[src/rtl/msc_pkg.sv]
// Package of constants and types for the special control register bank
package msc_pkg;
    // Core register-access commands
    typedef enum logic [3:0] {
        CMD_NONE, CMD_OP_RD, CMD_OP_WR, CMD_PORT_RD, CMD_PORT_WR,
        CMD_CTRL_RD, CMD_CTRL_WR, CMD_IRQ_DIS, CMD_IRQ_EN, CMD_IRQ_RET
    } msc_cmd_t;
    // Operation modes held in the mode field
    typedef enum logic [1:0] {
        MODE_DETECT, MODE_USB, MODE_KEYBOARD, MODE_USB_TEST
    } msc_mode_t;
    // One request from the core
    typedef struct packed {
        msc_cmd_t   cmd;
        logic [3:0] addr;
        logic [7:0] wdata;
    } msc_req_t;
    // Events and levels from the USB engine
    typedef struct packed {
        logic rxDone;      // Engine finished a FIFO write
        logic ep0Cmd;      // Vendor or class command seen
        logic suspendDet;  // Suspend detected
        logic busReset;    // Host drives bus reset
        logic hostSuspend; // Suspend level
        logic busIdle;     // Bus idle level
        logic wakeDisSet;  // Engine sets port-wake disable
    } msc_usb_ev_t;
    // Control levels driven to the rest of the chip
    typedef struct packed {
        logic [4:0][7:0] portDirIn;   // 1 = input, ports 5..9
        msc_mode_t       opMode;
        logic            patternDetectEnable;
        logic            extraBankSelect;
        logic [1:0]      dualFreq;
        logic [6:0]      p9WakeEn;
        logic [6:0]      p9LedSink;
        logic            upperLedSink; // Pins 76 and 77
        logic [6:0]      p9PullEn;
        logic [2:0]      p568PullEn;   // Ports 5, 6, 8
        logic            deviceResume;
        logic            clockRun;
        logic            watchdogEnable;
        logic            portWakeEn;
        logic            normalClock;
    } msc_pins_t;
    // Operation register addresses
    localparam logic [3:0] OP_STATUS  = 4'hc;
    localparam logic [3:0] OP_POINTER = 4'hd;
    localparam logic [3:0] OP_WINDOW  = 4'he;
    localparam logic [3:0] OP_FLAGS   = 4'hf;
    localparam logic [3:0] EXTRA_LO   = 4'ha;
    localparam logic [3:0] EXTRA_HI   = 4'he;
    // Port control register addresses
    localparam logic [3:0] IOC_DIR_LO = 4'h5;
    localparam logic [3:0] IOC_DIR_HI = 4'h9;
    localparam logic [3:0] IOC_MODE   = 4'ha;
    localparam logic [3:0] IOC_WAKE   = 4'hb;
    localparam logic [3:0] IOC_LED    = 4'hc;
    localparam logic [3:0] IOC_PULL   = 4'hd;
    localparam logic [3:0] IOC_SPEC   = 4'he;
    // Reset values
    localparam logic [7:0] RST_CTRL   = 8'h3f;
    localparam logic [7:0] RST_MODE   = 8'hc0;
    localparam logic [7:0] RST_WAKE   = 8'hff;
    localparam logic [7:0] RST_LED    = 8'h00;
    localparam logic [7:0] RST_PULL   = 8'hff;
    localparam logic [7:0] RST_SPEC   = 8'hd7;
    localparam logic [7:0] RST_DIR    = 8'hff;
    // Field positions and masks
    localparam int RX_FULL_BIT  = 7;
    localparam int IRQ_DIS_BIT  = 6;
    localparam int LED_BIT      = 7;
    localparam int EXT_SEL_BIT  = 3;
    localparam int PDA_BIT      = 2;
    localparam int RESUME_BIT   = 3;
    localparam int RUN_BIT      = 4;
    localparam int WDT_EN_BIT   = 5;
    localparam int WAKE_DIS_BIT = 6;
    localparam int DUAL_BIT     = 7;
    localparam logic [7:0] PTR_MASK  = 8'h1f;
    localparam logic [7:0] LED_MASK  = 8'h6f;
    localparam logic [7:0] WAKE_ONES = 8'h80;
    localparam logic [7:0] PULL_ONES = 8'h90;
    localparam int FIFO_DEPTH = 32;
endpackage

[src/rtl/msc_regs.sv]
// Special function and control register bank of the microcontroller
`timescale 1ns/1ps
// Contract
// - Engine write-done sets receive-full; engine blocked
// - Five-bit pointer; bits 7:5 read zero
// - Window reads/writes byte at pointer
// - Timer overflow sets flag bit 0
// - Endpoint-zero command sets flag bit 1
// - Bus suspend sets flag bit 2
// - Bus reset sets flag bit 3
// - Upper port-7 change sets bit 4, non-USB
// - Suspend fall in slow clock sets bit 7
// - Control via own instructions, rest port ones
// - Prescaler fields, each step doubles ratio
// - Bit 6 disables interrupts, instruction driven
// - Bit 7 and LED register enable sinking
// - Direction bit 1 input, 0 output
// - Two mode bits pick operating mode
// - Mode bit 2 enables pattern detect
// - Mode bit 3 redirects 0xA-0xE to extras
// - Mode bits 7:6 pick slow clock
// - Wake select bits active low
// - Pull-high bits active low
// - Resume bit self-clears when bus busy
// - Run bit cleared stops; wake restarts
// - Interrupt needs flag, mask, global enable
module msc_regs (
    input  wire logic                core_clk,   // 20 MHz clock
    input  wire logic                arst_n,     // Async reset, low
    input  wire msc_pkg::msc_req_t   req,        // Core command
    output logic [7:0]               rdData,     // Read data, registered
    output logic                     rdValid,    // Read data pulse
    input  wire msc_pkg::msc_usb_ev_t usbEv,     // Engine events
    input  wire logic                engWr,      // Engine FIFO write
    input  wire logic [4:0]          engAddr,    // Engine FIFO address
    input  wire logic [7:0]          engWrData,  // Engine write byte
    output logic                     engWrReady, // Engine may write
    output logic [7:0]               engRdData,  // Byte at engAddr
    input  wire logic                timerOvf,   // Timer overflow pulse
    input  wire logic [3:0]          upperPort7, // Pins 74..77
    input  wire logic [1:0]          patternEv,  // Pattern one, two
    input  wire logic                wakeSig,    // Wake-up level
    input  wire logic [7:0]          irqMask,    // Interrupt mask
    input  wire logic [7:0]          extRdData,  // Extra bank data
    output logic                     extRd,      // Extra bank read
    output logic                     extWr,      // Extra bank write
    output logic [3:0]               extAddr,    // Extra bank address
    output logic [7:0]               extWrData,  // Extra bank data
    output logic                     irqReq,     // Interrupt request
    output logic [7:0]               wdtRatio,   // Watchdog divide
    output logic [8:0]               tmrRatio,   // Timer divide
    output msc_pkg::msc_pins_t       pins        // Control levels
);
    // Division ratio for a prescaler code
    function automatic logic [8:0] divRatio(input logic [2:0] code,
                                            input logic [8:0] base);
        divRatio = base << code;
    endfunction

    // Storage
    logic [7:0]      fifoMem [msc_pkg::FIFO_DEPTH]; // FIFO bytes
    logic            rxFull;                        // Receive-full flag
    logic [4:0]      fifoPtr;                       // Byte pointer
    logic [7:0]      flags;                         // Interrupt flags
    logic [7:0]      ctrl;                          // Prescaler/control
    logic [4:0][7:0] dirReg;                        // Direction regs
    logic [7:0]      modeReg;                       // Operation mode
    logic [7:0]      wakeReg;                       // Wake select
    logic [7:0]      ledReg;                        // LED sink
    logic [7:0]      pullReg;                       // Pull-high
    logic [7:0]      specReg;                       // Special function
    logic [3:0]      p7Prev;                        // Port-7 history
    logic            suspPrev;                      // Suspend history
    logic            wakePrev;                      // Wake history

    // Command decode
    wire opRd   = req.cmd == msc_pkg::CMD_OP_RD;
    wire opWr   = req.cmd == msc_pkg::CMD_OP_WR;
    wire portRd = req.cmd == msc_pkg::CMD_PORT_RD;
    wire portWr = req.cmd == msc_pkg::CMD_PORT_WR;
    wire ctlRd  = req.cmd == msc_pkg::CMD_CTRL_RD;
    wire ctlWr  = req.cmd == msc_pkg::CMD_CTRL_WR;
    // Extra bank window over operation addresses
    wire inExtra = req.addr >= msc_pkg::EXTRA_LO &&
                   req.addr <= msc_pkg::EXTRA_HI;
    wire extHit  = modeReg[msc_pkg::EXT_SEL_BIT] && inExtra;
    wire opWrLoc = opWr && !extHit;
    wire wrStat  = opWrLoc && req.addr == msc_pkg::OP_STATUS;
    wire wrPtr   = opWrLoc && req.addr == msc_pkg::OP_POINTER;
    wire wrWin   = opWrLoc && req.addr == msc_pkg::OP_WINDOW;
    wire wrFlag  = opWrLoc && req.addr == msc_pkg::OP_FLAGS;
    wire wrDir   = portWr && req.addr >= msc_pkg::IOC_DIR_LO &&
                   req.addr <= msc_pkg::IOC_DIR_HI;
    wire wrMode  = portWr && req.addr == msc_pkg::IOC_MODE;
    wire wrWake  = portWr && req.addr == msc_pkg::IOC_WAKE;
    wire wrLed   = portWr && req.addr == msc_pkg::IOC_LED;
    wire wrPull  = portWr && req.addr == msc_pkg::IOC_PULL;
    wire wrSpec  = portWr && req.addr == msc_pkg::IOC_SPEC;
    wire [2:0] dirIdx = 3'(req.addr - msc_pkg::IOC_DIR_LO);

    // Hardware event terms
    wire slowClk  = !specReg[msc_pkg::DUAL_BIT];
    wire usbMode  = modeReg[1:0] == 2'(msc_pkg::MODE_USB);
    wire p7Change = |(upperPort7 ^ p7Prev) && !usbMode;
    wire resumeEv = slowClk && suspPrev && !usbEv.hostSuspend;
    wire wakeFall = wakePrev && !wakeSig;
    wire [7:0] flagEv = {resumeEv, patternEv[1], patternEv[0], p7Change,
                         usbEv.busReset, usbEv.suspendDet,
                         usbEv.ep0Cmd, timerOvf};

    assign engWrReady = !rxFull;
    wire engWrOk = engWr && !rxFull;

    // Read multiplexers
    logic [7:0] opRdMux;   // Operation register read
    logic [7:0] portRdMux; // Port register read
    always_comb begin
        opRdMux = 8'h00;
        if (extHit) begin
            opRdMux = extRdData;
        end else begin
            case (req.addr)
                msc_pkg::OP_STATUS:  opRdMux = {rxFull, 7'h00};
                msc_pkg::OP_POINTER: opRdMux = {3'h0, fifoPtr};
                msc_pkg::OP_WINDOW:  opRdMux = fifoMem[fifoPtr];
                msc_pkg::OP_FLAGS:   opRdMux = flags;
                default:             opRdMux = 8'h00;
            endcase
        end
    end
    always_comb begin
        portRdMux = 8'h00;
        case (req.addr)
            msc_pkg::IOC_MODE: portRdMux = modeReg;
            msc_pkg::IOC_WAKE: portRdMux = wakeReg | msc_pkg::WAKE_ONES;
            msc_pkg::IOC_LED:  portRdMux = ledReg & msc_pkg::LED_MASK;
            msc_pkg::IOC_PULL: portRdMux = pullReg | msc_pkg::PULL_ONES;
            msc_pkg::IOC_SPEC: portRdMux = specReg;
            default: begin
                if (req.addr >= msc_pkg::IOC_DIR_LO &&
                    req.addr <= msc_pkg::IOC_DIR_HI) begin
                    portRdMux = dirReg[dirIdx];
                end
            end
        endcase
    end
    wire [7:0] next_rdData = ctlRd  ? ctrl :
                             portRd ? portRdMux : opRdMux;

    // Extra bank strobes, combinational handshake
    assign extRd     = opRd && extHit;
    assign extWr     = opWr && extHit;
    assign extAddr   = req.addr;
    assign extWrData = req.wdata;

    // Read data register
    always_ff @(posedge core_clk or negedge arst_n) begin
        if (!arst_n) begin
            rdData  <= 8'h00;
            rdValid <= 1'b0;
        end else begin
            rdValid <= opRd || portRd || ctlRd;
            if (opRd || portRd || ctlRd) begin
                rdData <= next_rdData;
            end
        end
    end

    // FIFO array, no reset; core write wins address clash
    always_ff @(posedge core_clk) begin
        if (engWrOk) begin
            fifoMem[engAddr] <= engWrData;
        end
        if (wrWin) begin
            fifoMem[fifoPtr] <= req.wdata;
        end
        engRdData <= fifoMem[engAddr];
    end

    // Receive-full flag; set wins over clear
    always_ff @(posedge core_clk or negedge arst_n) begin
        if (!arst_n) begin
            rxFull <= 1'b0;
        end else if (usbEv.rxDone) begin
            rxFull <= 1'b1;
        end else if (wrStat) begin
            rxFull <= req.wdata[msc_pkg::RX_FULL_BIT];
        end
    end

    // Pointer register
    always_ff @(posedge core_clk or negedge arst_n) begin
        if (!arst_n) begin
            fifoPtr <= 5'h00;
        end else if (wrPtr) begin
            fifoPtr <= req.wdata[4:0];
        end
    end

    // Interrupt flags; hardware set wins over firmware write
    always_ff @(posedge core_clk or negedge arst_n) begin
        if (!arst_n) begin
            flags <= 8'h00;
        end else begin
            flags <= (wrFlag ? req.wdata : flags) | flagEv;
        end
    end

    // Edge history for change detection
    always_ff @(posedge core_clk or negedge arst_n) begin
        if (!arst_n) begin
            p7Prev   <= 4'h0;
            suspPrev <= 1'b0;
            wakePrev <= 1'b0;
        end else begin
            p7Prev   <= upperPort7;
            suspPrev <= usbEv.hostSuspend;
            wakePrev <= wakeSig;
        end
    end

    // Control register; bit 6 only through instructions
    always_ff @(posedge core_clk or negedge arst_n) begin
        if (!arst_n) begin
            ctrl <= msc_pkg::RST_CTRL;
        end else begin
            if (ctlWr) begin
                ctrl[7] <= req.wdata[7];
                ctrl[5:0] <= req.wdata[5:0];
            end
            if (req.cmd == msc_pkg::CMD_IRQ_DIS) begin
                ctrl[msc_pkg::IRQ_DIS_BIT] <= 1'b1;
            end else if (req.cmd == msc_pkg::CMD_IRQ_EN ||
                         req.cmd == msc_pkg::CMD_IRQ_RET) begin
                ctrl[msc_pkg::IRQ_DIS_BIT] <= 1'b0;
            end
        end
    end

    // Port control registers
    always_ff @(posedge core_clk or negedge arst_n) begin
        if (!arst_n) begin
            dirReg  <= {5{msc_pkg::RST_DIR}};
            modeReg <= msc_pkg::RST_MODE;
            wakeReg <= msc_pkg::RST_WAKE;
            ledReg  <= msc_pkg::RST_LED;
            pullReg <= msc_pkg::RST_PULL;
        end else begin
            if (wrDir) begin
                dirReg[dirIdx] <= req.wdata;
            end
            if (wrMode) begin
                modeReg <= req.wdata;
            end
            if (wrWake) begin
                wakeReg <= req.wdata;
            end
            if (wrLed) begin
                ledReg <= req.wdata;
            end
            if (wrPull) begin
                pullReg <= req.wdata;
            end
        end
    end

    // Special function register with hardware-owned bits
    always_ff @(posedge core_clk or negedge arst_n) begin
        if (!arst_n) begin
            specReg <= msc_pkg::RST_SPEC;
        end else begin
            if (wrSpec) begin
                specReg <= req.wdata;
            end
            if (!usbEv.busIdle) begin
                specReg[msc_pkg::RESUME_BIT] <= 1'b0;
            end
            if (usbEv.wakeDisSet) begin
                specReg[msc_pkg::WAKE_DIS_BIT] <= 1'b1;
            end
            if (wakeFall) begin
                specReg[msc_pkg::RUN_BIT] <= 1'b1;
            end
        end
    end

    assign irqReq = |(flags & irqMask) && !ctrl[msc_pkg::IRQ_DIS_BIT];

    // Prescaler ratios
    // Watchdog tops out at 128, so bit 8 of its ratio is never set
    wire [8:0] wdtFull = divRatio(ctrl[2:0], 9'h001);
    assign wdtRatio = wdtFull[7:0];
    assign tmrRatio = divRatio(ctrl[5:3], 9'h002);

    // Control levels, all straight from registers
    always_comb begin
        pins.portDirIn           = dirReg;
        pins.opMode              = msc_pkg::msc_mode_t'(modeReg[1:0]);
        pins.patternDetectEnable = modeReg[msc_pkg::PDA_BIT];
        pins.extraBankSelect     = modeReg[msc_pkg::EXT_SEL_BIT];
        pins.dualFreq            = modeReg[7:6];
        pins.p9WakeEn            = ~wakeReg[6:0];
        pins.portWakeEn          = !specReg[msc_pkg::WAKE_DIS_BIT];
        pins.p9LedSink           = ledReg[6:0] & msc_pkg::LED_MASK[6:0];
        pins.upperLedSink        = ctrl[msc_pkg::LED_BIT];
        pins.p9PullEn            = ~pullReg[6:0] & 7'h6f;
        pins.p568PullEn          = ~specReg[2:0];
        pins.deviceResume        = specReg[msc_pkg::RESUME_BIT];
        pins.clockRun            = specReg[msc_pkg::RUN_BIT];
        pins.watchdogEnable      = specReg[msc_pkg::WDT_EN_BIT];
        pins.normalClock         = specReg[msc_pkg::DUAL_BIT];
    end
endmodule // msc_regs

[config.mk]
export PLATFORM = sky130hd
export DESIGN_NAME = msc_regs
export DESIGN_NICKNAME = d
export VERILOG_FILES = /design/src/rtl/msc_pkg.sv /design/src/rtl/msc_regs.sv
export SDC_FILE = /design/constraint.sdc
export NUM_CORES = 1
export LEC_CHECK = 0
export ABC_CLOCK_PERIOD_IN_PS = 10500
export BUFFER_PORTS_ARGS = -buffer_cell sky130_fd_sc_hd__buf_4
export CAP_MARGIN = 40
export CORE_MARGIN = 2
export CORE_UTILIZATION = 40
export CTS_CLUSTER_SIZE = 10
export DETAILED_ROUTE_END_ITERATION = 8
export SYNTH_ARGS = -nofsm -noshare
export SYNTH_HDL_FRONTEND = slang
export SYNTH_SLANG_ARGS = --single-unit
export TNS_END_PERCENT = 5
[constraint.sdc]
create_clock -name core_clk -period 10.5 [get_ports core_clk]
set_input_delay 3.15 -clock core_clk [delete_from_list [all_inputs] [get_ports core_clk]]
set_output_delay 3.15 -clock core_clk [all_outputs]
set_load 0.005 [all_outputs]
==> impl_metrics.json <==
{
  "outcome": "finished clean",
  "antenna_found_initial": 0,
  "register_area_um2": 10740,
  "gp_congestion": 1.025,
  "cts_sinks": 376,
  "p_int_uw": 2764,
  "postRouteAntennaNets": 0,
  "timing.final.ws_setup_ns": 2.012,
  "root_buffer": "clkbuf_16",
  "startpoint_type": "input port",
  "die_h_um": 236.3,
  "clk-insertion-delay-late_ns": 0.61,
  "place_area_um2": 23290,
  "max-cap-violations": 0,
  "nets": 1807,
  "power_leakage_uw": 0.008833,
  "p_per_area_nw_per_um2": 151.0,
  "critPathArrivalTime_ns": 5.34,
  "wl_um": 73980,
  "fill_cells": 4939,
  "die_w_um": 236.3,
  "ys_types": 67,
  "grt_setup_unrepaired": "false",
  "stdcell_area_um2": 24720,
  "place_ws_ns": 2.045,
  "drive_gt1_share_pct": 43.73,
  "post_cts_buffers": 0,
  "overflow": 0,
  "synth_edf_count": 256,
  "synth_top_area_share_pct": 35.61,
  "postCtsResizedCells": 0,
  "globalRouteTotalUtil_pct": 26.34,
  "synth.area.top_cells": "edfxtp_1 (36%), mux2_2 (18%), dfstp_2 (8.2%)",
  "p_seq_share_pct": 45.5,
  "avgSynthCellArea_um2": 13.06,
  "rr_worst_depth": 7,
  "netSwitchingFraction_pct": 25.96,
  "core_area_um2": 53600,
  "cts_tree": "done",
  "first_pass_iters": 6,
  "htreeDepth": 2,
  "drv_slew": 0,
  "setup_violations": 0,
  "grt_max_degree": 62,
  "avgViaCountPerCell": 6.234,
  "critPathRequiredTime_ns": 7.35,
  "post-synth-top-area-cell": "edfxtp_1",
  "path_class": "in -> out",
  "p_switching_uw": 969.0,
  "antennaDiodeCount": 0,
  "p_clk_share_pct": 41.2,
  "end_kind": "primary output",
  "final-instance-count-excl-fill": 2473,
  "synthFlopType": "edfxtp_1",
  "syn2layout_area_growth_pct": 14.50,
  "total_power_uw": 3733,
  "clockBufferDepth": 3,
  "via_count": 15420,
  "hold_violations": 0,
  "place_inst": 2387,
  "tightest_slew_ns": 0.9456,
  "postCtsHoldBufs": 0,
  "finalClockSkew_ns": 0.03623,
  "numCtsBuffers": 46,
  "grt_pass1_vias": 15620,
  "yosysSeqAreaShare_pct": 49.72,
  "yosysWarnings": 0,
  "hpwl_um": 50340,
  "grt_pass1_wl_um": 108300,
  "ios": 189,
  "portBuffers": 185,
  "hold_class": "reg -> reg",
  "detail_route.wl_per_cell_um": 29.92,
  "syn_area_um2": 21590,
  "synth-async-reset-ratio_pct": 29.79,
  "pwr-share-comb_pct": 13.4,
  "multiInputGateArea_um2": 9943,
  "cts.reportedPaths.clkPinSlew_ns": 0.06,
  "fin_crit_sh_pct": 80.84,
  "peakVddDrop_uv": 113.4,
  "critPathMaxFanout": 22,
  "holdPathStages": 2,
  "dieArea_um2": 55850,
  "max_freq_mhz": 117.8,
  "synthCells": 1653,
  "drc": 0,
  "initial_core_util_pct": 40.28,
  "placementRows": 85,
  "finalCriticalPeriod_ns": 8.488,
  "first_iter_violations": 1540,
  "fin_tns_setup_ns": 0,
  "ys_ff_latch": 376,
  "slew_headroom_pct": 36.83
}
-- sequential cells by signal, indices dropped and copies added (netlist names), 5 cells and up --
name	flops
modeReg	8
pullReg	6
ledReg	6
flags	8
rdData	8
ctrl	8
pins	40
fifoMem	256
specReg	8
engRdData	8
fifoPtr	5
wakeReg	7
-- Yosys cell counts, types with 4 or more instances --
| cell | instances |
|---|---|
| dfrtp_1 | 45 |
| nand3b_1 | 9 |
| nor2_2 | 5 |
| dfxtp_1 | 8 |
| nand2_1 | 100 |
| clkbuf_1 | 125 |
| mux2i_1 | 136 |
| dfstp_2 | 67 |
| o31ai_1 | 5 |
| o21ai_0 | 30 |
| buf_1 | 13 |
| nor3_1 | 9 |
| a21o_1 | 12 |
| o211ai_1 | 8 |
| inv_1 | 25 |
| nor2b_1 | 16 |
| nand4b_1 | 4 |
| a22oi_1 | 53 |
| nand4bb_1 | 5 |
| and3_1 | 15 |
| buf_4 | 26 |
| nand3_1 | 17 |
| a31oi_1 | 4 |
| ha_1 | 5 |
| nor3b_1 | 12 |
| mux4_2 | 65 |
| a221oi_1 | 9 |
| a21oi_1 | 28 |
| edfxtp_1 | 256 |
| nor4_1 | 18 |
| mux2_2 | 339 |
| or4b_2 | 4 |
| and3b_1 | 6 |
| xor2_1 | 5 |
| and2_1 | 6 |
| nand2b_1 | 6 |
| a211oi_1 | 4 |
| nor2_1 | 13 |
| buf_2 | 20 |
| nand4_1 | 12 |
| o22ai_1 | 69 |
-- path summary, 6_finish.rpt --
| check | startpoint | slack [ns] | endpoint |
|---|---|---|---|
| max reg2reg | fifoPtr[0]$_DFFE_PN0P_ | 6.75 | rdData[4]$_DFFE_PN0P_ |
| max | req[8] | 2.01 | extRd |
| min reg2reg | wakePrev$_DFF_PN0_ | 0.51 | specReg[4]$_DFFE_PN1P_ |
| min in group asynchronous | arst_n | 2.58 | ledReg[2]$_DFFE_PN0P_ |
| min | wakePrev$_DFF_PN0_ | 0.51 | specReg[4]$_DFFE_PN1P_ |
| max in group asynchronous | arst_n | 6.58 | fifoPtr[0]$_DFFE_PN0P_ |
-- power groups by stage --
| stage | combinational [uW] | clock (uW) | sequential, uW |
|---|---|---|---|
| floorplan | 299 | 0 | 1690 |
| global placement | 484 | 0 | 1720 |
| detailed placement | 493 | 0 | 1720 |
| CTS | 494 | 1560 | 1700 |
| global route | 526 | 1620 | 1700 |
| finish | 499 | 1540 | 1700 |
-- cell type report --
type	instances	area share, %
clock buffer	81	5.477
clock inverter	5	0.2936
inverter	25	0.3796
sequential	376	43.44
timing repair buffer	222	6.666
multi-input combinational	1068	40.22
tap	696	3.523
-- critical path: stages --
cell and delay (ns):
buf_4 0.21, inv_1 0.36, ha_1 0.49, nor3_1 0.10, a311oi_2 0.35, buf_4 0.29
nor3b_1 0.24, buf_4 0.15
-- placed cells by master, fill, tap and decap left out, types with 11 or more instances in the layout --
cell       instances
nor2_1            13
a21oi_1           28
mux2i_1          136
nand3_1           17
mux4_2            65
mux2_2           339
dfrtp_1           44
o21ai_0           30
o22ai_1           69
a21o_1            12
and3_1            15
buf_4            212
dfstp_2           67
nand2_1          100
nor2b_1           16
nand4_1           12
nor4_1            18
inv_1             25
edfxtp_1         256
a22oi_1           53
nor3b_1           11
clkbuf_1          29
clkbuf_16         47
-- stage by stage --
stage          util, %  hold slack (ns)
4_1_cts          46.12           0.5090
5_1_grt          46.12           0.5248
3_5_place_dp     43.46           0.4959
2_1_floorplan        -           0.4548
6_report         46.12           0.5068
3_3_place_gp     43.25           0.4709
-- layer usage --
layer / share of wire (%) / wire length (um) / GRT usage [%] / up-vias
li1: - / - / - / 6555
met1: 41 / 30010 / 35.29 / 7959
met2: 47 / 34680 / 41.99 / 763
met3: 8.7 / 6415 / 5.465 / 140
met4: 3.9 / 2880 / 10.16 / 0
met5: 0 / 0 / 0 / -
-- kinds of logic (layout without fill, tap and decap cells) --
| group | count (synthesis) | count (layout) | synth area share (%) |
|---|---|---|---|
| AOI/OAI and AO/OA | 234 | 234 | 7.186 |
| xor gates and xnor gates | 7 | 7 | 0.2840 |
| adders and majority gates | 5 | 5 | 0.2898 |
| buffers and inverters | 211 | 333 | 4.306 |
| DFF | 376 | 376 | 49.72 |
| muxes | 540 | 540 | 30.77 |
| other | 1 | 3 | 0.01737 |
| and+or+nand+nor | 279 | 279 | 7.430 |
Note: power is estimated with default switching activity, not from simulation.
